File: config.mk
export PLATFORM = sky130hd
export DESIGN_NAME = iafp_device_flat
export DESIGN_NICKNAME = d
export VERILOG_FILES = /design/src/hdl/iafp_pkg.sv /design/src/hdl/iafp_mem_if.sv /design/src/hdl/iafp_write_buffer.sv /design/src/hdl/iafp_device.sv /design/src/flat_wrapper.sv
export SDC_FILE = /design/constraint.sdc
export NUM_CORES = 2
export LEC_CHECK = 0
export ABC_AREA = 1
export BUFFER_PORTS_ARGS = -buffer_cell sky130_fd_sc_hd__buf_2
export CAP_MARGIN = 30
export CELL_PAD_IN_SITES_DETAIL_PLACEMENT = 2
export CELL_PAD_IN_SITES_GLOBAL_PLACEMENT = 2
export CORE_MARGIN = 2
export CORE_UTILIZATION = 39
export CTS_BUF_LIST = sky130_fd_sc_hd__clkbuf_16
export DETAILED_ROUTE_END_ITERATION = 10
export HOLD_SLACK_MARGIN = 0.08
export PLACE_DENSITY = 0.73
export SYNTH_ARGS = -nofsm -noshare
export SYNTH_HDL_FRONTEND = slang
export SYNTH_SLANG_ARGS = --single-unit
File: constraint.sdc
create_clock -name sys_clk -period 3.1 [get_ports sys_clk]
set_input_delay 0.155 -clock sys_clk [delete_from_list [all_inputs] [get_ports sys_clk]]
set_output_delay 0.155 -clock sys_clk [all_outputs]
set_load 0.02 [all_outputs]
File: src/hdl/iafp_pkg.sv
// Shared constants for the in-application flash programmer and its controller
`default_nettype none
package iafp_pkg;
  // Control registers, reached with sector select one
  localparam logic [7:0] OFS_MAIN_CTRL = 8'h43;
  localparam logic [7:0] OFS_CHIP_RST  = 8'h44;
  localparam logic [7:0] OFS_BUF_CLR   = 8'h45;
  // Address and data registers, reached with sector select zero
  localparam logic [7:0] OFS_ADDR_LO   = 8'h43;
  localparam logic [7:0] OFS_ADDR_HI   = 8'h44;
  localparam logic [7:0] OFS_DATA_BASE = 8'h45;
  localparam int         DATA_REGS     = 8;
  localparam logic       SECTOR_CTRL   = 1'b1;

  // Main control and buffer clear register fields
  localparam int BIT_UNLOCKED = 7;
  localparam int OP_HI        = 6;
  localparam int OP_LO        = 4;
  localparam int BIT_ARM      = 3;
  localparam int BIT_PROG     = 2;
  localparam int BIT_RPERMIT  = 1;
  localparam int BIT_RSTART   = 0;
  localparam int BIT_BUFCLR   = 0;

  localparam logic [2:0] OP_WRITE  = 3'h0;
  localparam logic [2:0] OP_ERASE  = 3'h1;
  localparam logic [2:0] OP_READ   = 3'h3;
  localparam logic [2:0] OP_UNLOCK = 3'h6;

  localparam logic [7:0] CHIP_RESET_KEY = 8'h55;
  localparam int         PAT_LEN        = 6;
  localparam logic [7:0] UNLOCK_PAT [PAT_LEN] =
    '{8'h00, 8'h04, 8'h0d, 8'h09, 8'hc3, 8'h40};
  localparam logic [2:0] PAT_FIRST_IDX = 3'h2;

  // Unlock time-out, counted in slow oscillator ticks
  localparam int CLK_PERIOD_NS      = 50;
  localparam int SLOW_INTERNAL_OSCILLATOR_PERIOD_NS     = 31250;
  localparam int SLOW_INTERNAL_OSCILLATOR_DIV_CYCLES    = SLOW_INTERNAL_OSCILLATOR_PERIOD_NS / CLK_PERIOD_NS;
  localparam int UNLOCK_TIMEOUT_NS  = 300000;
  localparam int UNLOCK_TICKS       = UNLOCK_TIMEOUT_NS / SLOW_INTERNAL_OSCILLATOR_PERIOD_NS;

  // Flash macro operations
  localparam logic [1:0] FL_WRITE = 2'h0;
  localparam logic [1:0] FL_ERASE = 2'h1;
  localparam logic [1:0] FL_READ  = 2'h2;

  // Controller register map on AXI4-Lite
  localparam logic [3:0] HOST_CMD  = 4'h0;
  localparam logic [3:0] HOST_STAT = 4'h4;
  localparam int CMD_ADDR_LSB   = 8;
  localparam int CMD_SECTOR_BIT = 16;
  localparam int CMD_READ_BIT   = 17;
  localparam int STAT_BUSY_BIT  = 8;
  localparam logic [1:0] RESP_OKAY   = 2'h0;
  localparam logic [1:0] RESP_DECERR = 2'h3;
endpackage
`default_nettype wire

File: src/hdl/iafp_mem_if.sv
// Data memory bus between the processor side and the flash programmer
`default_nettype none
interface iafp_mem_if;
  logic       sector;
  logic [7:0] addr;
  logic [7:0] wdata;
  logic       wr;
  logic       rd;
  logic [7:0] rdata;

  modport dev  (input sector, addr, wdata, wr, rd, output rdata);
  modport host (output sector, addr, wdata, wr, rd, input rdata);
endinterface
`default_nettype wire

File: src/hdl/iafp_write_buffer.sv
// Word buffer that collects a write burst before programming
`default_nettype none
module iafp_write_buffer #(
  parameter int DEPTH = 128,
  parameter int CNT_W = $clog2(DEPTH) + 1
)(
  input  wire logic             sys_clk,
  input  wire logic             rst_n,
  input  wire logic             clear,
  input  wire logic             load,
  input  wire logic [15:0]      load_data,
  input  wire logic [CNT_W-1:0] rd_index,
  output logic      [15:0]      rd_data,
  output logic      [CNT_W-1:0] count
);
  logic [15:0]      mem_reg [DEPTH];
  logic [CNT_W-1:0] count_reg;
  logic [CNT_W-1:0] count_next;

  always_comb begin
    count_next = count_reg;
    if (clear) begin
      count_next = '0;
    end else if (load && count_reg < CNT_W'(DEPTH)) begin
      count_next = count_reg + 1'b1;
    end
  end

  always_ff @(posedge sys_clk) begin
    if (!rst_n) begin
      count_reg <= '0;
    end else begin
      count_reg <= count_next;
    end
  end

  // Words past the burst size are dropped
  always_ff @(posedge sys_clk) begin
    if (!clear && load && count_reg < CNT_W'(DEPTH)) begin
      mem_reg[count_reg[CNT_W-2:0]] <= load_data;
    end
  end

  assign rd_data = (rd_index < CNT_W'(DEPTH)) ?
                   mem_reg[rd_index[CNT_W-2:0]] : 16'h0000;
  assign count   = count_reg;
endmodule
`default_nettype wire

File: src/hdl/iafp_device.sv
// Flash programmer: register bank, unlock sequence and flash sequencer
`default_nettype none
module iafp_device #(
  parameter int ADDR_W     = 16,
  parameter int PAGE_WORDS = 128,
  parameter int SLOW_INTERNAL_OSCILLATOR_DIV   = iafp_pkg::SLOW_INTERNAL_OSCILLATOR_DIV_CYCLES
)(
  input  wire logic              sys_clk,
  input  wire logic              rst_n,
  iafp_mem_if.dev                mem,
  output logic                   flash_req,
  output logic [1:0]             flash_op,
  output logic [ADDR_W-1:0]      flash_addr,
  output logic [15:0]            flash_wdata,
  input  wire logic              flash_ack,
  input  wire logic [15:0]       flash_rdata,
  output logic                   chip_reset
);
  localparam int PG_W  = $clog2(PAGE_WORDS);
  localparam int CNT_W = PG_W + 1;
  localparam int DIV_W = $clog2(SLOW_INTERNAL_OSCILLATOR_DIV + 1);

  typedef enum logic [2:0] {
    ST_IDLE, ST_UNLOCK, ST_PROG, ST_ERASE, ST_READ
  } iafp_dev_state_e;

  iafp_dev_state_e   state_reg, state_next;
  logic              unlocked_reg, unlocked_next;
  logic [2:0]        op_reg, op_next;
  logic              arm_reg, arm_next;
  logic              prog_reg, prog_next;
  logic              rpermit_reg, rpermit_next;
  logic              rstart_reg, rstart_next;
  logic [7:0]        rst_pat_reg, rst_pat_next;
  logic              bufclr_reg, bufclr_next;
  logic [ADDR_W-1:0] addr_reg, addr_next;
  logic [7:0]        data_reg [iafp_pkg::DATA_REGS];
  logic [7:0]        data_next [iafp_pkg::DATA_REGS];
  logic [2:0]        pat_idx_reg, pat_idx_next;
  logic [DIV_W-1:0]  div_reg, div_next;
  logic [3:0]        ticks_reg, ticks_next;
  logic [CNT_W-1:0]  wr_idx_reg, wr_idx_next;
  logic [ADDR_W-1:0] page_base_reg, page_base_next;
  logic              req_reg, req_next;
  logic [1:0]        fop_reg, fop_next;
  logic [ADDR_W-1:0] faddr_reg, faddr_next;
  logic [15:0]       fwdata_reg, fwdata_next;
  logic              chip_rst_reg, chip_rst_next;
  logic [7:0]        rdata_reg, rdata_next;

  logic              buf_clear;
  logic              buf_load;
  logic [15:0]       buf_rd;
  logic [CNT_W-1:0]  buf_count;
  logic              data_hit;
  logic [2:0]        data_idx;
  logic [15:0]       addr_full;

  assign data_hit = !mem.sector && mem.addr >= iafp_pkg::OFS_DATA_BASE &&
    mem.addr < iafp_pkg::OFS_DATA_BASE + 8'(iafp_pkg::DATA_REGS);
  assign data_idx = 3'(mem.addr - iafp_pkg::OFS_DATA_BASE);
  assign addr_full = 16'(addr_reg);

  iafp_write_buffer #(
    .DEPTH (PAGE_WORDS),
    .CNT_W (CNT_W)
  ) u_buf (
    .sys_clk   (sys_clk),
    .rst_n     (rst_n),
    .clear     (buf_clear),
    .load      (buf_load),
    .load_data ({mem.wdata, data_reg[0]}),
    .rd_index  (wr_idx_reg),
    .rd_data   (buf_rd),
    .count     (buf_count)
  );

  always_comb begin
    state_next     = state_reg;
    unlocked_next  = unlocked_reg;
    op_next        = op_reg;
    arm_next       = arm_reg;
    prog_next      = prog_reg;
    rpermit_next   = rpermit_reg;
    rstart_next    = rstart_reg;
    rst_pat_next   = rst_pat_reg;
    bufclr_next    = bufclr_reg;
    addr_next      = addr_reg;
    data_next      = data_reg;
    pat_idx_next   = pat_idx_reg;
    div_next       = div_reg;
    ticks_next     = ticks_reg;
    wr_idx_next    = wr_idx_reg;
    page_base_next = page_base_reg;
    req_next       = req_reg;
    fop_next       = fop_reg;
    faddr_next     = faddr_reg;
    fwdata_next    = fwdata_reg;
    chip_rst_next  = 1'b0;
    rdata_next     = rdata_reg;
    buf_clear      = 1'b0;
    buf_load       = 1'b0;

    // Sequencer: hardware clears come before software writes below
    case (state_reg)
      ST_IDLE: begin
        if (bufclr_reg) begin
          buf_clear   = 1'b1;
          bufclr_next = 1'b0;
        end else if (arm_reg && op_reg == iafp_pkg::OP_UNLOCK) begin
          state_next   = ST_UNLOCK;
          pat_idx_next = '0;
          div_next     = '0;
          ticks_next   = '0;
        end else if (prog_reg) begin
          if (unlocked_reg && op_reg == iafp_pkg::OP_WRITE) begin
            state_next  = ST_PROG;
            wr_idx_next = '0;
          end else if (unlocked_reg && op_reg == iafp_pkg::OP_ERASE) begin
            state_next = ST_ERASE;
            req_next   = 1'b1;
            fop_next   = iafp_pkg::FL_ERASE;
            faddr_next = {addr_reg[ADDR_W-1:PG_W], PG_W'(0)};
          end else begin
            prog_next = 1'b0;
          end
        end else if (rstart_reg) begin
          if (rpermit_reg && op_reg == iafp_pkg::OP_READ) begin
            state_next = ST_READ;
            req_next   = 1'b1;
            fop_next   = iafp_pkg::FL_READ;
            faddr_next = addr_reg;
          end else begin
            rstart_next = 1'b0;
          end
        end
      end
      ST_UNLOCK: begin
        if (div_reg == DIV_W'(SLOW_INTERNAL_OSCILLATOR_DIV - 1)) begin
          div_next   = '0;
          ticks_next = ticks_reg + 4'h1;
        end else begin
          div_next = div_reg + 1'b1;
        end
        if (!arm_reg || ticks_reg == 4'(iafp_pkg::UNLOCK_TICKS)) begin
          arm_next   = 1'b0;
          state_next = ST_IDLE;
        end
      end
      ST_PROG: begin
        if (req_reg) begin
          if (flash_ack) begin
            req_next    = 1'b0;
            wr_idx_next = wr_idx_reg + 1'b1;
          end
        end else if (wr_idx_reg == buf_count) begin
          prog_next  = 1'b0;
          state_next = ST_IDLE;
        end else begin
          req_next    = 1'b1;
          fop_next    = iafp_pkg::FL_WRITE;
          faddr_next  = page_base_reg + ADDR_W'(wr_idx_reg);
          fwdata_next = buf_rd;
        end
      end
      ST_ERASE: begin
        if (flash_ack) begin
          req_next   = 1'b0;
          prog_next  = 1'b0;
          state_next = ST_IDLE;
        end
      end
      ST_READ: begin
        if (flash_ack) begin
          req_next     = 1'b0;
          data_next[0] = flash_rdata[7:0];
          data_next[1] = flash_rdata[15:8];
          rstart_next  = 1'b0;
          state_next   = ST_IDLE;
        end
      end
      default: begin
        state_next = ST_IDLE;
      end
    endcase

    if (mem.wr && mem.sector == iafp_pkg::SECTOR_CTRL) begin
      case (mem.addr)
        iafp_pkg::OFS_MAIN_CTRL: begin
          unlocked_next = unlocked_reg &
                          mem.wdata[iafp_pkg::BIT_UNLOCKED];
          op_next      = mem.wdata[iafp_pkg::OP_HI:iafp_pkg::OP_LO];
          arm_next     = mem.wdata[iafp_pkg::BIT_ARM];
          prog_next    = mem.wdata[iafp_pkg::BIT_PROG] | prog_next;
          rpermit_next = mem.wdata[iafp_pkg::BIT_RPERMIT];
          rstart_next  = mem.wdata[iafp_pkg::BIT_RSTART] | rstart_next;
        end
        iafp_pkg::OFS_CHIP_RST: begin
          rst_pat_next  = mem.wdata;
          chip_rst_next = mem.wdata == iafp_pkg::CHIP_RESET_KEY;
        end
        iafp_pkg::OFS_BUF_CLR: begin
          bufclr_next = mem.wdata[iafp_pkg::BIT_BUFCLR] | bufclr_next;
        end
        default: begin
        end
      endcase
    end else if (mem.wr && mem.addr == iafp_pkg::OFS_ADDR_LO) begin
      addr_next[7:0] = mem.wdata;
    end else if (mem.wr && mem.addr == iafp_pkg::OFS_ADDR_HI) begin
      addr_next = ADDR_W'({mem.wdata, addr_reg[7:0]});
    end else if (mem.wr && data_hit) begin
      data_next[data_idx] = mem.wdata;
      if (data_idx == 3'h1) begin
        buf_load  = 1'b1;
        addr_next = addr_reg + 1'b1;
        if (buf_count == '0) begin
          page_base_next = addr_reg;
        end
      end
      if (state_reg == ST_UNLOCK) begin
        if (data_idx == pat_idx_reg + iafp_pkg::PAT_FIRST_IDX &&
            mem.wdata == iafp_pkg::UNLOCK_PAT[pat_idx_reg]) begin
          if (pat_idx_reg == 3'(iafp_pkg::PAT_LEN - 1)) begin
            unlocked_next = 1'b1;
            arm_next      = 1'b0;
            state_next    = ST_IDLE;
          end else begin
            pat_idx_next = pat_idx_reg + 3'h1;
          end
        end else begin
          arm_next   = 1'b0;
          state_next = ST_IDLE;
        end
      end
    end

    if (mem.rd) begin
      rdata_next = 8'h00;
      if (mem.sector == iafp_pkg::SECTOR_CTRL) begin
        case (mem.addr)
          iafp_pkg::OFS_MAIN_CTRL: rdata_next = {unlocked_reg, op_reg,
            arm_reg, prog_reg, rpermit_reg, rstart_reg};
          iafp_pkg::OFS_CHIP_RST:  rdata_next = rst_pat_reg;
          iafp_pkg::OFS_BUF_CLR:   rdata_next = {7'h00, bufclr_reg};
          default:                 rdata_next = 8'h00;
        endcase
      end else if (mem.addr == iafp_pkg::OFS_ADDR_LO) begin
        rdata_next = addr_reg[7:0];
      end else if (mem.addr == iafp_pkg::OFS_ADDR_HI) begin
        rdata_next = addr_full[15:8];
      end else if (data_hit) begin
        rdata_next = data_reg[data_idx];
      end
    end
  end

  always_ff @(posedge sys_clk) begin
    if (!rst_n) begin
      state_reg     <= ST_IDLE;
      unlocked_reg  <= 1'b0;
      op_reg        <= iafp_pkg::OP_WRITE;
      arm_reg       <= 1'b0;
      prog_reg      <= 1'b0;
      rpermit_reg   <= 1'b0;
      rstart_reg    <= 1'b0;
      rst_pat_reg   <= 8'h00;
      bufclr_reg    <= 1'b0;
      addr_reg      <= '0;
      data_reg      <= '{default: 8'h00};
      pat_idx_reg   <= '0;
      div_reg       <= '0;
      ticks_reg     <= 4'h0;
      wr_idx_reg    <= '0;
      page_base_reg <= '0;
      req_reg       <= 1'b0;
      fop_reg       <= iafp_pkg::FL_WRITE;
      faddr_reg     <= '0;
      fwdata_reg    <= 16'h0000;
      chip_rst_reg  <= 1'b0;
      rdata_reg     <= 8'h00;
    end else begin
      state_reg     <= state_next;
      unlocked_reg  <= unlocked_next;
      op_reg        <= op_next;
      arm_reg       <= arm_next;
      prog_reg      <= prog_next;
      rpermit_reg   <= rpermit_next;
      rstart_reg    <= rstart_next;
      rst_pat_reg   <= rst_pat_next;
      bufclr_reg    <= bufclr_next;
      addr_reg      <= addr_next;
      data_reg      <= data_next;
      pat_idx_reg   <= pat_idx_next;
      div_reg       <= div_next;
      ticks_reg     <= ticks_next;
      wr_idx_reg    <= wr_idx_next;
      page_base_reg <= page_base_next;
      req_reg       <= req_next;
      fop_reg       <= fop_next;
      faddr_reg     <= faddr_next;
      fwdata_reg    <= fwdata_next;
      chip_rst_reg  <= chip_rst_next;
      rdata_reg     <= rdata_next;
    end
  end

  assign mem.rdata   = rdata_reg;
  assign flash_req   = req_reg;
  assign flash_op    = fop_reg;
  assign flash_addr  = faddr_reg;
  assign flash_wdata = fwdata_reg;
  assign chip_reset  = chip_rst_reg;
endmodule
`default_nettype wire

File: src/flat_wrapper.sv
// flat-port wrapper written by rule: the top's interface ports become plain ports
module iafp_device_flat 
#(
  parameter int ADDR_W     = 16,
  parameter int PAGE_WORDS = 128,
  parameter int SLOW_INTERNAL_OSCILLATOR_DIV   = iafp_pkg::SLOW_INTERNAL_OSCILLATOR_DIV_CYCLES
)
  (sys_clk, rst_n, flash_req, flash_op, flash_addr, flash_wdata, flash_ack, flash_rdata, chip_reset, mem_sector, mem_addr, mem_wdata, mem_wr, mem_rd, mem_rdata);
  iafp_mem_if mem_i ();
  input  wire logic sys_clk;
  input  wire logic rst_n;
  output logic flash_req;
  output logic [1:0] flash_op;
  output logic [ADDR_W-1:0] flash_addr;
  output logic [15:0] flash_wdata;
  input  wire logic flash_ack;
  input  wire logic [15:0] flash_rdata;
  output logic chip_reset;
  input wire logic [$bits(mem_i.sector)-1:0] mem_sector;
  input wire logic [$bits(mem_i.addr)-1:0] mem_addr;
  input wire logic [$bits(mem_i.wdata)-1:0] mem_wdata;
  input wire logic [$bits(mem_i.wr)-1:0] mem_wr;
  input wire logic [$bits(mem_i.rd)-1:0] mem_rd;
  output wire logic [$bits(mem_i.rdata)-1:0] mem_rdata;
  assign mem_i.sector = mem_sector;
  assign mem_i.addr = mem_addr;
  assign mem_i.wdata = mem_wdata;
  assign mem_i.wr = mem_wr;
  assign mem_i.rd = mem_rd;
  assign mem_rdata = mem_i.rdata;
  iafp_device #(.ADDR_W(ADDR_W), .PAGE_WORDS(PAGE_WORDS), .SLOW_INTERNAL_OSCILLATOR_DIV(SLOW_INTERNAL_OSCILLATOR_DIV)) u_core (.sys_clk(sys_clk), .rst_n(rst_n), .mem(mem_i), .flash_req(flash_req), .flash_op(flash_op), .flash_addr(flash_addr), .flash_wdata(flash_wdata), .flash_ack(flash_ack), .flash_rdata(flash_rdata), .chip_reset(chip_reset));
endmodule
After elaboration in Yosys (flattened, before gate mapping)
Memory sizes are Yosys's and may differ from the RTL's. A register that Yosys moved wholly into a read port is not among the register bits. Index checks and enable logic that the tools add are counted.

$add $sub $neg: 9. Multiply operators: 0. Div/mod/pow operators: 0. Order comparisons: 7. Eq/ne operators: 37. Shift operators: 0. Mux-type cells: 152. Bitwise gates (word level): 12. Reductions and logical operators: 49.

Operator list (number): $mux W64 (4); $mux W16 (15); $mux W8 (16); $mux W3 (28); $bwmux W64 (1); $mux W1 (59); $eq A8 B7 Y1 const B (4); $pmux W16 S2 (1); $mux W10 (3); $bmux W8 S3 (1); $demux W8 S3 (1); $pmux W8 S3 (1); $pmux W10 S2 (1); $reduce_bool A2 Y1 (10); $mux W2 (9); $ne A2 B1 Y1 const B (9); $add A16 B1 Y16 const B (1); $add A16 B8 Y16 (1); $add A8 B1 Y8 const B (2); $eq A8 B8 Y1 (2); $lt A8 B8 Y1 const B (2); $pmux W8 S2 (1); $reduce_and A4 Y1 (4); $logic_and A1 B1 Y1 (15); 41 further kinds (75).

Register bits after elaboration: 193. Latch bits: 0. Memory bits (writable): 2048. Memory bits (read-only): 64. Output and inout port bits: 44. Word-level logic and storage cells: 299. Memories: 2.

Memory list: u_core.u_buf.mem_reg (depth 128, bits a word 16, rd ports 1, clocked after memory_dff 1, wr ports 1, RTL line iafp_write_buffer.sv:16) `logic [15:0] mem_reg [DEPTH];`; (no name shown) (depth 8, bits a word 8, rd ports 1, clocked after memory_dff 0, wr ports 0, RTL line iafp_device.sv:223) `mem.wdata == iafp_pkg::UNLOCK_PAT[pat_idx_reg]) begin`.

Logic depth before layout (Yosys ltp)
Depth after elaboration: 15. Gate-level depth with buffers: 16. Gate-level depth less buffers: 16.

Hierarchy
A second synthesis with hierarchy kept.

Cells, all modules: 8406. Area, all modules: 93363.3 µm².

By module, submodules not included: iafp_write_buffer (times used 1, cells each 6902, area each 83062.2 µm², sequential area each 61659.1 µm²); iafp_device (times used 1, cells each 1504, area each 10301.1 µm², sequential area each 3703.6 µm²).

Worst setup path before layout
No wires, ideal clock.

Kind: input -> register. From: input port mem_addr[0]. To: memory u_core.u_buf.mem_reg[111][0], enable pin. Library setup time: 0.409 ns. Arrival: 2.903 ns. Required time: 2.691 ns. Slack: -0.212 ns. Cell stages on the path: 14. Path buffers: 2. Cell sequence: buf_2 > inv_1 > buf_2 > ha_1 > inv_2 > nand2_1 > nand2_1 > nand2_2 > nand4_2 > nor2_4 > nand4_4 > nor3_2 > inv_2 > nor3_1.

Cells in the longest elaborated chain, start to end: 12. Elaborated cells between the ends (all ways): 20.

Ends and longest elaborated chain: start: declaration (RTL line flat_wrapper.sv:20) `input wire logic [$bits(mem_i.addr)-1:0] mem_addr;`; $ge A8 B7 Y1 (RTL line iafp_device.sv:59) `assign data_hit = !mem.sector && mem.addr >= iafp_pkg::OFS_DATA_BASE &&`; $logic_and A1 B1 Y1 (2 in series) (RTL line iafp_device.sv:59); $logic_and A1 B1 Y1 (RTL line iafp_device.sv:212) `end else if (mem.wr && data_hit) begin`; $mux W1 (RTL line iafp_device.sv:212); $mux W1 (RTL line iafp_device.sv:210) `end else if (mem.wr && mem.addr == iafp_pkg::OFS_ADDR_HI) begin`; $mux W1 * (RTL line iafp_device.sv:208) `end else if (mem.wr && mem.addr == iafp_pkg::OFS_ADDR_LO) begin`; $mux W1 * (RTL line iafp_device.sv:187) `if (mem.wr && mem.sector == iafp_pkg::SECTOR_CTRL) begin`; $logic_and A1 B1 Y1 * (2 in series) (RTL line iafp_write_buffer.sv:39) `if (!clear && load && count_reg < CNT_W'(DEPTH)) begin`; $mux W1 * (RTL line iafp_write_buffer.sv:39); $mux W1 (implied by the code) * (RTL line iafp_write_buffer.sv:40) `mem_reg[count_reg[CNT_W-2:0]] <= load_data;`; end: declaration (RTL line iafp_write_buffer.sv:16).

Every way passes the cells marked *; elsewhere a longest branch is shown, timed or not.

Worst setup path after layout
From: input port mem_addr[3]. To: register u_core.rdata_reg[7], in the netlist u_core.mem.rdata[7].

Cells in the longest elaborated chain, start to end: 7. Elaborated cells between the ends (all ways): 12.

Ends and longest elaborated chain: $ge A8 B7 Y1 (RTL line iafp_device.sv:59); $logic_and A1 B1 Y1 (2 in series) (RTL line iafp_device.sv:59); $mux W8 (RTL line iafp_device.sv:252) `end else if (data_hit) begin`; $mux W8 (RTL line iafp_device.sv:250) `end else if (mem.addr == iafp_pkg::OFS_ADDR_HI) begin`; $mux W8 (RTL line iafp_device.sv:248) `end else if (mem.addr == iafp_pkg::OFS_ADDR_LO) begin`; $mux W8 * (RTL line iafp_device.sv:240) `if (mem.sector == iafp_pkg::SECTOR_CTRL) begin`; end signal: assignment (RTL line iafp_device.sv:304) `rdata_reg <= rdata_next;`; end: declaration (RTL line iafp_device.sv:49) `logic [7:0] rdata_reg, rdata_next;`.

Marks and branches as above. A chain may end at the register's enable or synchronous reset.

==> reports/metrics.csv <==
stage;metric;value;unit
timing;maximum clock rate;0.331;GHz
final_layout;Non-Filler Instances;11900;
global_routing;pin count of the biggest net entering global routing;135;
pwr;Pleak;38.5;nW
timing;setup slack after layout;0.0808;ns
timing;worst hold margin;0.160;ns
floorplanning;Initial Util;0.393;
floorplanning;Cell Rows;178;
drt;routed wire length;352;mm
global_routing;initial antenna violation count;12;
floorplanning;Die W;491;um
timing;Setup Total Neg Slack;0;ns
floorplanning;I/O Pins;82;
drt;routed len/inst;29.7;um
place;I/O Buffers;81;
synth;Yosys Warn Count;0;
timing;Least-Margin Pin Slew;1.03;ns
setup_path;Buf+Inv Stages, Crit Path;7;
synth;Most used DFF post-synth;edfxtp_1;
synth;asr flop ratio synth;0;
synth;most instantiated library cell after synthesis;nand2_1;
final_layout;layout cell share with drive strength beyond 1;0.105;
synth;top-area cell type share of the netlist area;0.665;
worst_hold_path;Hold Crit Class;in -> reg;
drt;DR pass1 iterations;5;
timing;Final Cycle Share;0.974;
setup_path;Arrival @ worst endpoint;3.79;ns
clock_network;H-tree depth;4;
clock_network;Clock transition at path regs;0.06;ns
setup_path;crit-path cells;dlygate4sd3_1 > buf_2 > nor2_1 > dlygate4sd3_1 > nand2_1 > dlygate4sd3_1 > nor2_4 > inv_2 > buf_4 > o21ai_0 > o21bai_1 > a21oi_1 > dlygate4sd3_1;
synth;Netlist cell types;52;
setup_path;Crit Path Class;in -> reg;
clock_network;TritonCTS Buffers;235;
pwr;Power, Total;0.0614;W
setup_path;Top delay family on crit path;buffers and inverters;
setup_path;CP max-delay cell;dlygate4sd3_1;
timing;Final Setup Violations;0;
drt;Vias;68500;
setup_path;Stages on worst setup path;13;
timing;Max-Slew Margin vs Limit;0.315;
synth;synthesized cell area;92500;um^2
final_layout;Layout Nets;8554;
clock_network;clk sink count;2248;
synth;number of flops mapped to enable cells by yosys;2048;
timing;clock period minus worst slack;3.02;ns
setup_path;largest stage delay on the critical path;0.61;ns
final_layout;max reg flops;2048;
floorplanning;die area;241000;um^2
place;pre-CTS WS;0.155;ns
synth;sequential-to-total area share from yosys stat;0.708;
setup_path;startpoint types;primary input;
clock_network;CTS max path bufs;3;
setup_path;R2R depth;8;
run;Max-cap violations;0;
place;dpl hpwl;211;mm
global_routing;vias in the first global route;75200;
synth;cells after synthesis;8220;
place;RD Place Congestion;0.853;
timing;final slew viol count;0;
outcome;status;complete, no violations;
clock_network;CTS tree;yes;
pwr;PwrDens;572;nW/um^2
final_layout;Syn-to-layout area delta;16.2;%
place;dpl cells;11300;
setup_path;CP max FO;21;
floorplanning;Die Y;491;um
worst_hold_path;WHS Path Cells;7;
synth;most instantiated cells after synthesis;nand2_1, edfxtp_1, nand3_1;
drt;vias per inst;5.78;
global_routing;total track usage;0.288;
pwr;Peak VDD IR;0.000650;V
synth;Avg Inst Size Synth;11.3;um^2
clock_network;Clk Latency, worst-skew pair;0.93;ns
timing;RSZ-0062 raised after global routing;false;
setup_path;Req. time, crit path;3.87;ns
drt;DRC;0;
global_routing;grt ovf;0;
timing;Layout Skew;0.0433;ns
synth;syn_nets;8282;
floorplanning;CORE AREA;235000;um^2
drt;DR iter-0 viols;6039;
synth;Yosys top cell by area;edfxtp_1;
synth;flops & latches, synth;2248;
drt;antenna-violating nets left;0;
setup_path;Top cell by count, worst path;dlygate4sd3_1;
setup_path;Worst setup EP type;register;
clock_network;Root Driver;clkbuf_16;
global_routing;first-pass GRT wire length;517;mm
synth;Synth area leaders;edfxtp_1, nand3_1, nand2_1, dfxtp_1, buf_2;
timing;Final Hold Vio Count;0;
layer usage:
layer	track usage	vias up	routed length, um
met3	0.0351	548	19000
met5	0	-	34
met4	0.108	6	13500
met1	0.374	36200	144000
li1	-	29700	-
met2	0.492	2105	175000
metrics by stage:
| stage | util | area, um^2 |
|---|---|---|
| after floorplan | - | 92500 |
| final | 0.456 | 107000 |
| after CTS | 0.456 | 107000 |
| after global routing | 0.456 | 107000 |
| after global placement | 0.421 | 99000 |
| after detailed placement | 0.421 | 99000 |
cells in the final DEF, fill, tap and decap left out, types with 19 or more instances in the layout:
cell type	Yosys	layout
nor3_2	22	33
clkinv_1	6	71
buf_2	258	73
o21ai_0	133	133
o22ai_1	23	23
dfxtp_1	200	187
nor3_1	40	29
nand3_1	2047	2047
clkbuf_16	0	236
ha_1	23	23
edfxtp_1	2048	2048
a211oi_1	23	23
clkinv_2	0	50
buf_4	7	260
buf_12	0	119
inv_1	143	188
a21oi_1	153	153
nand2_1	2421	2419
xor2_1	19	19
dlygate4sd3_1	0	90
nor2_2	20	25
nor2_1	234	228
report_power, final:
group	leakage, nW	total (W)	switching (W)	internal, W
Combinational	13.4	0.000742	0.000585	0.000156
Sequential	21.3	0.0328	0.00000719	0.0328
Clock	3.82	0.0279	0.0126	0.0152
Total	38.5	0.0614	0.0132	0.0482
cell type report:
type                    instances  area (um^2)
diodes                          3         7.51
clock buffers                 236         5910
clock inverters               207         1570
fillers                     23600       128000
inverters                     166          652
multi-input cells            5290        24100
flip-flops and latches       2248        65600
well taps                    3150         3940
repair buffers                551         5700
worst register-to-register path, delay by kind of cell (launching register included):
| kind | cells | cell delay (ns) |
|---|---|---|
| AO/OA/AOI/OAI | 1 | 0.37 |
| buffers and inverters | 3 | 1.55 |
| flip-flops | 1 | 0.36 |
| AND/OR/NAND/NOR | 4 | 0.66 |
worst paths after layout:
kind                      endpoint                  start  slack (ns)
max            u_core.mem.rdata[7]            mem_addr[3]        0.08
min          u_core.u_buf.count[3]            mem_addr[1]        0.16
max reg2reg    u_core.data_reg[60]    u_core.state_reg[0]        0.11
min reg2reg  u_core.rst_pat_reg[6]  u_core.rst_pat_reg[6]        0.46
cells by family after synthesis:
logic type / Yosys count / share of synthesized area
xor gates and xnor gates: 26 / 0.00246
and+or+nand+nor: 4844 / 0.230
buffers and inverters: 682 / 0.0319
DFF: 2248 / 0.708
adders and majority gates: 24 / 0.00333
AOI/OAI and AO/OA: 396 / 0.0240
what timing repair did:
| item | CTS | global route |
|---|---|---|
| setup endpoints to repair | 0 | 17 |
| endpoints found under the hold margin | 832 | 0 |
| resized for setup | 0 | 7 |
| hold buffers | 90 | 0 |
| setup buffers | 0 | 2 |
(Power assumes the default switching activity.)
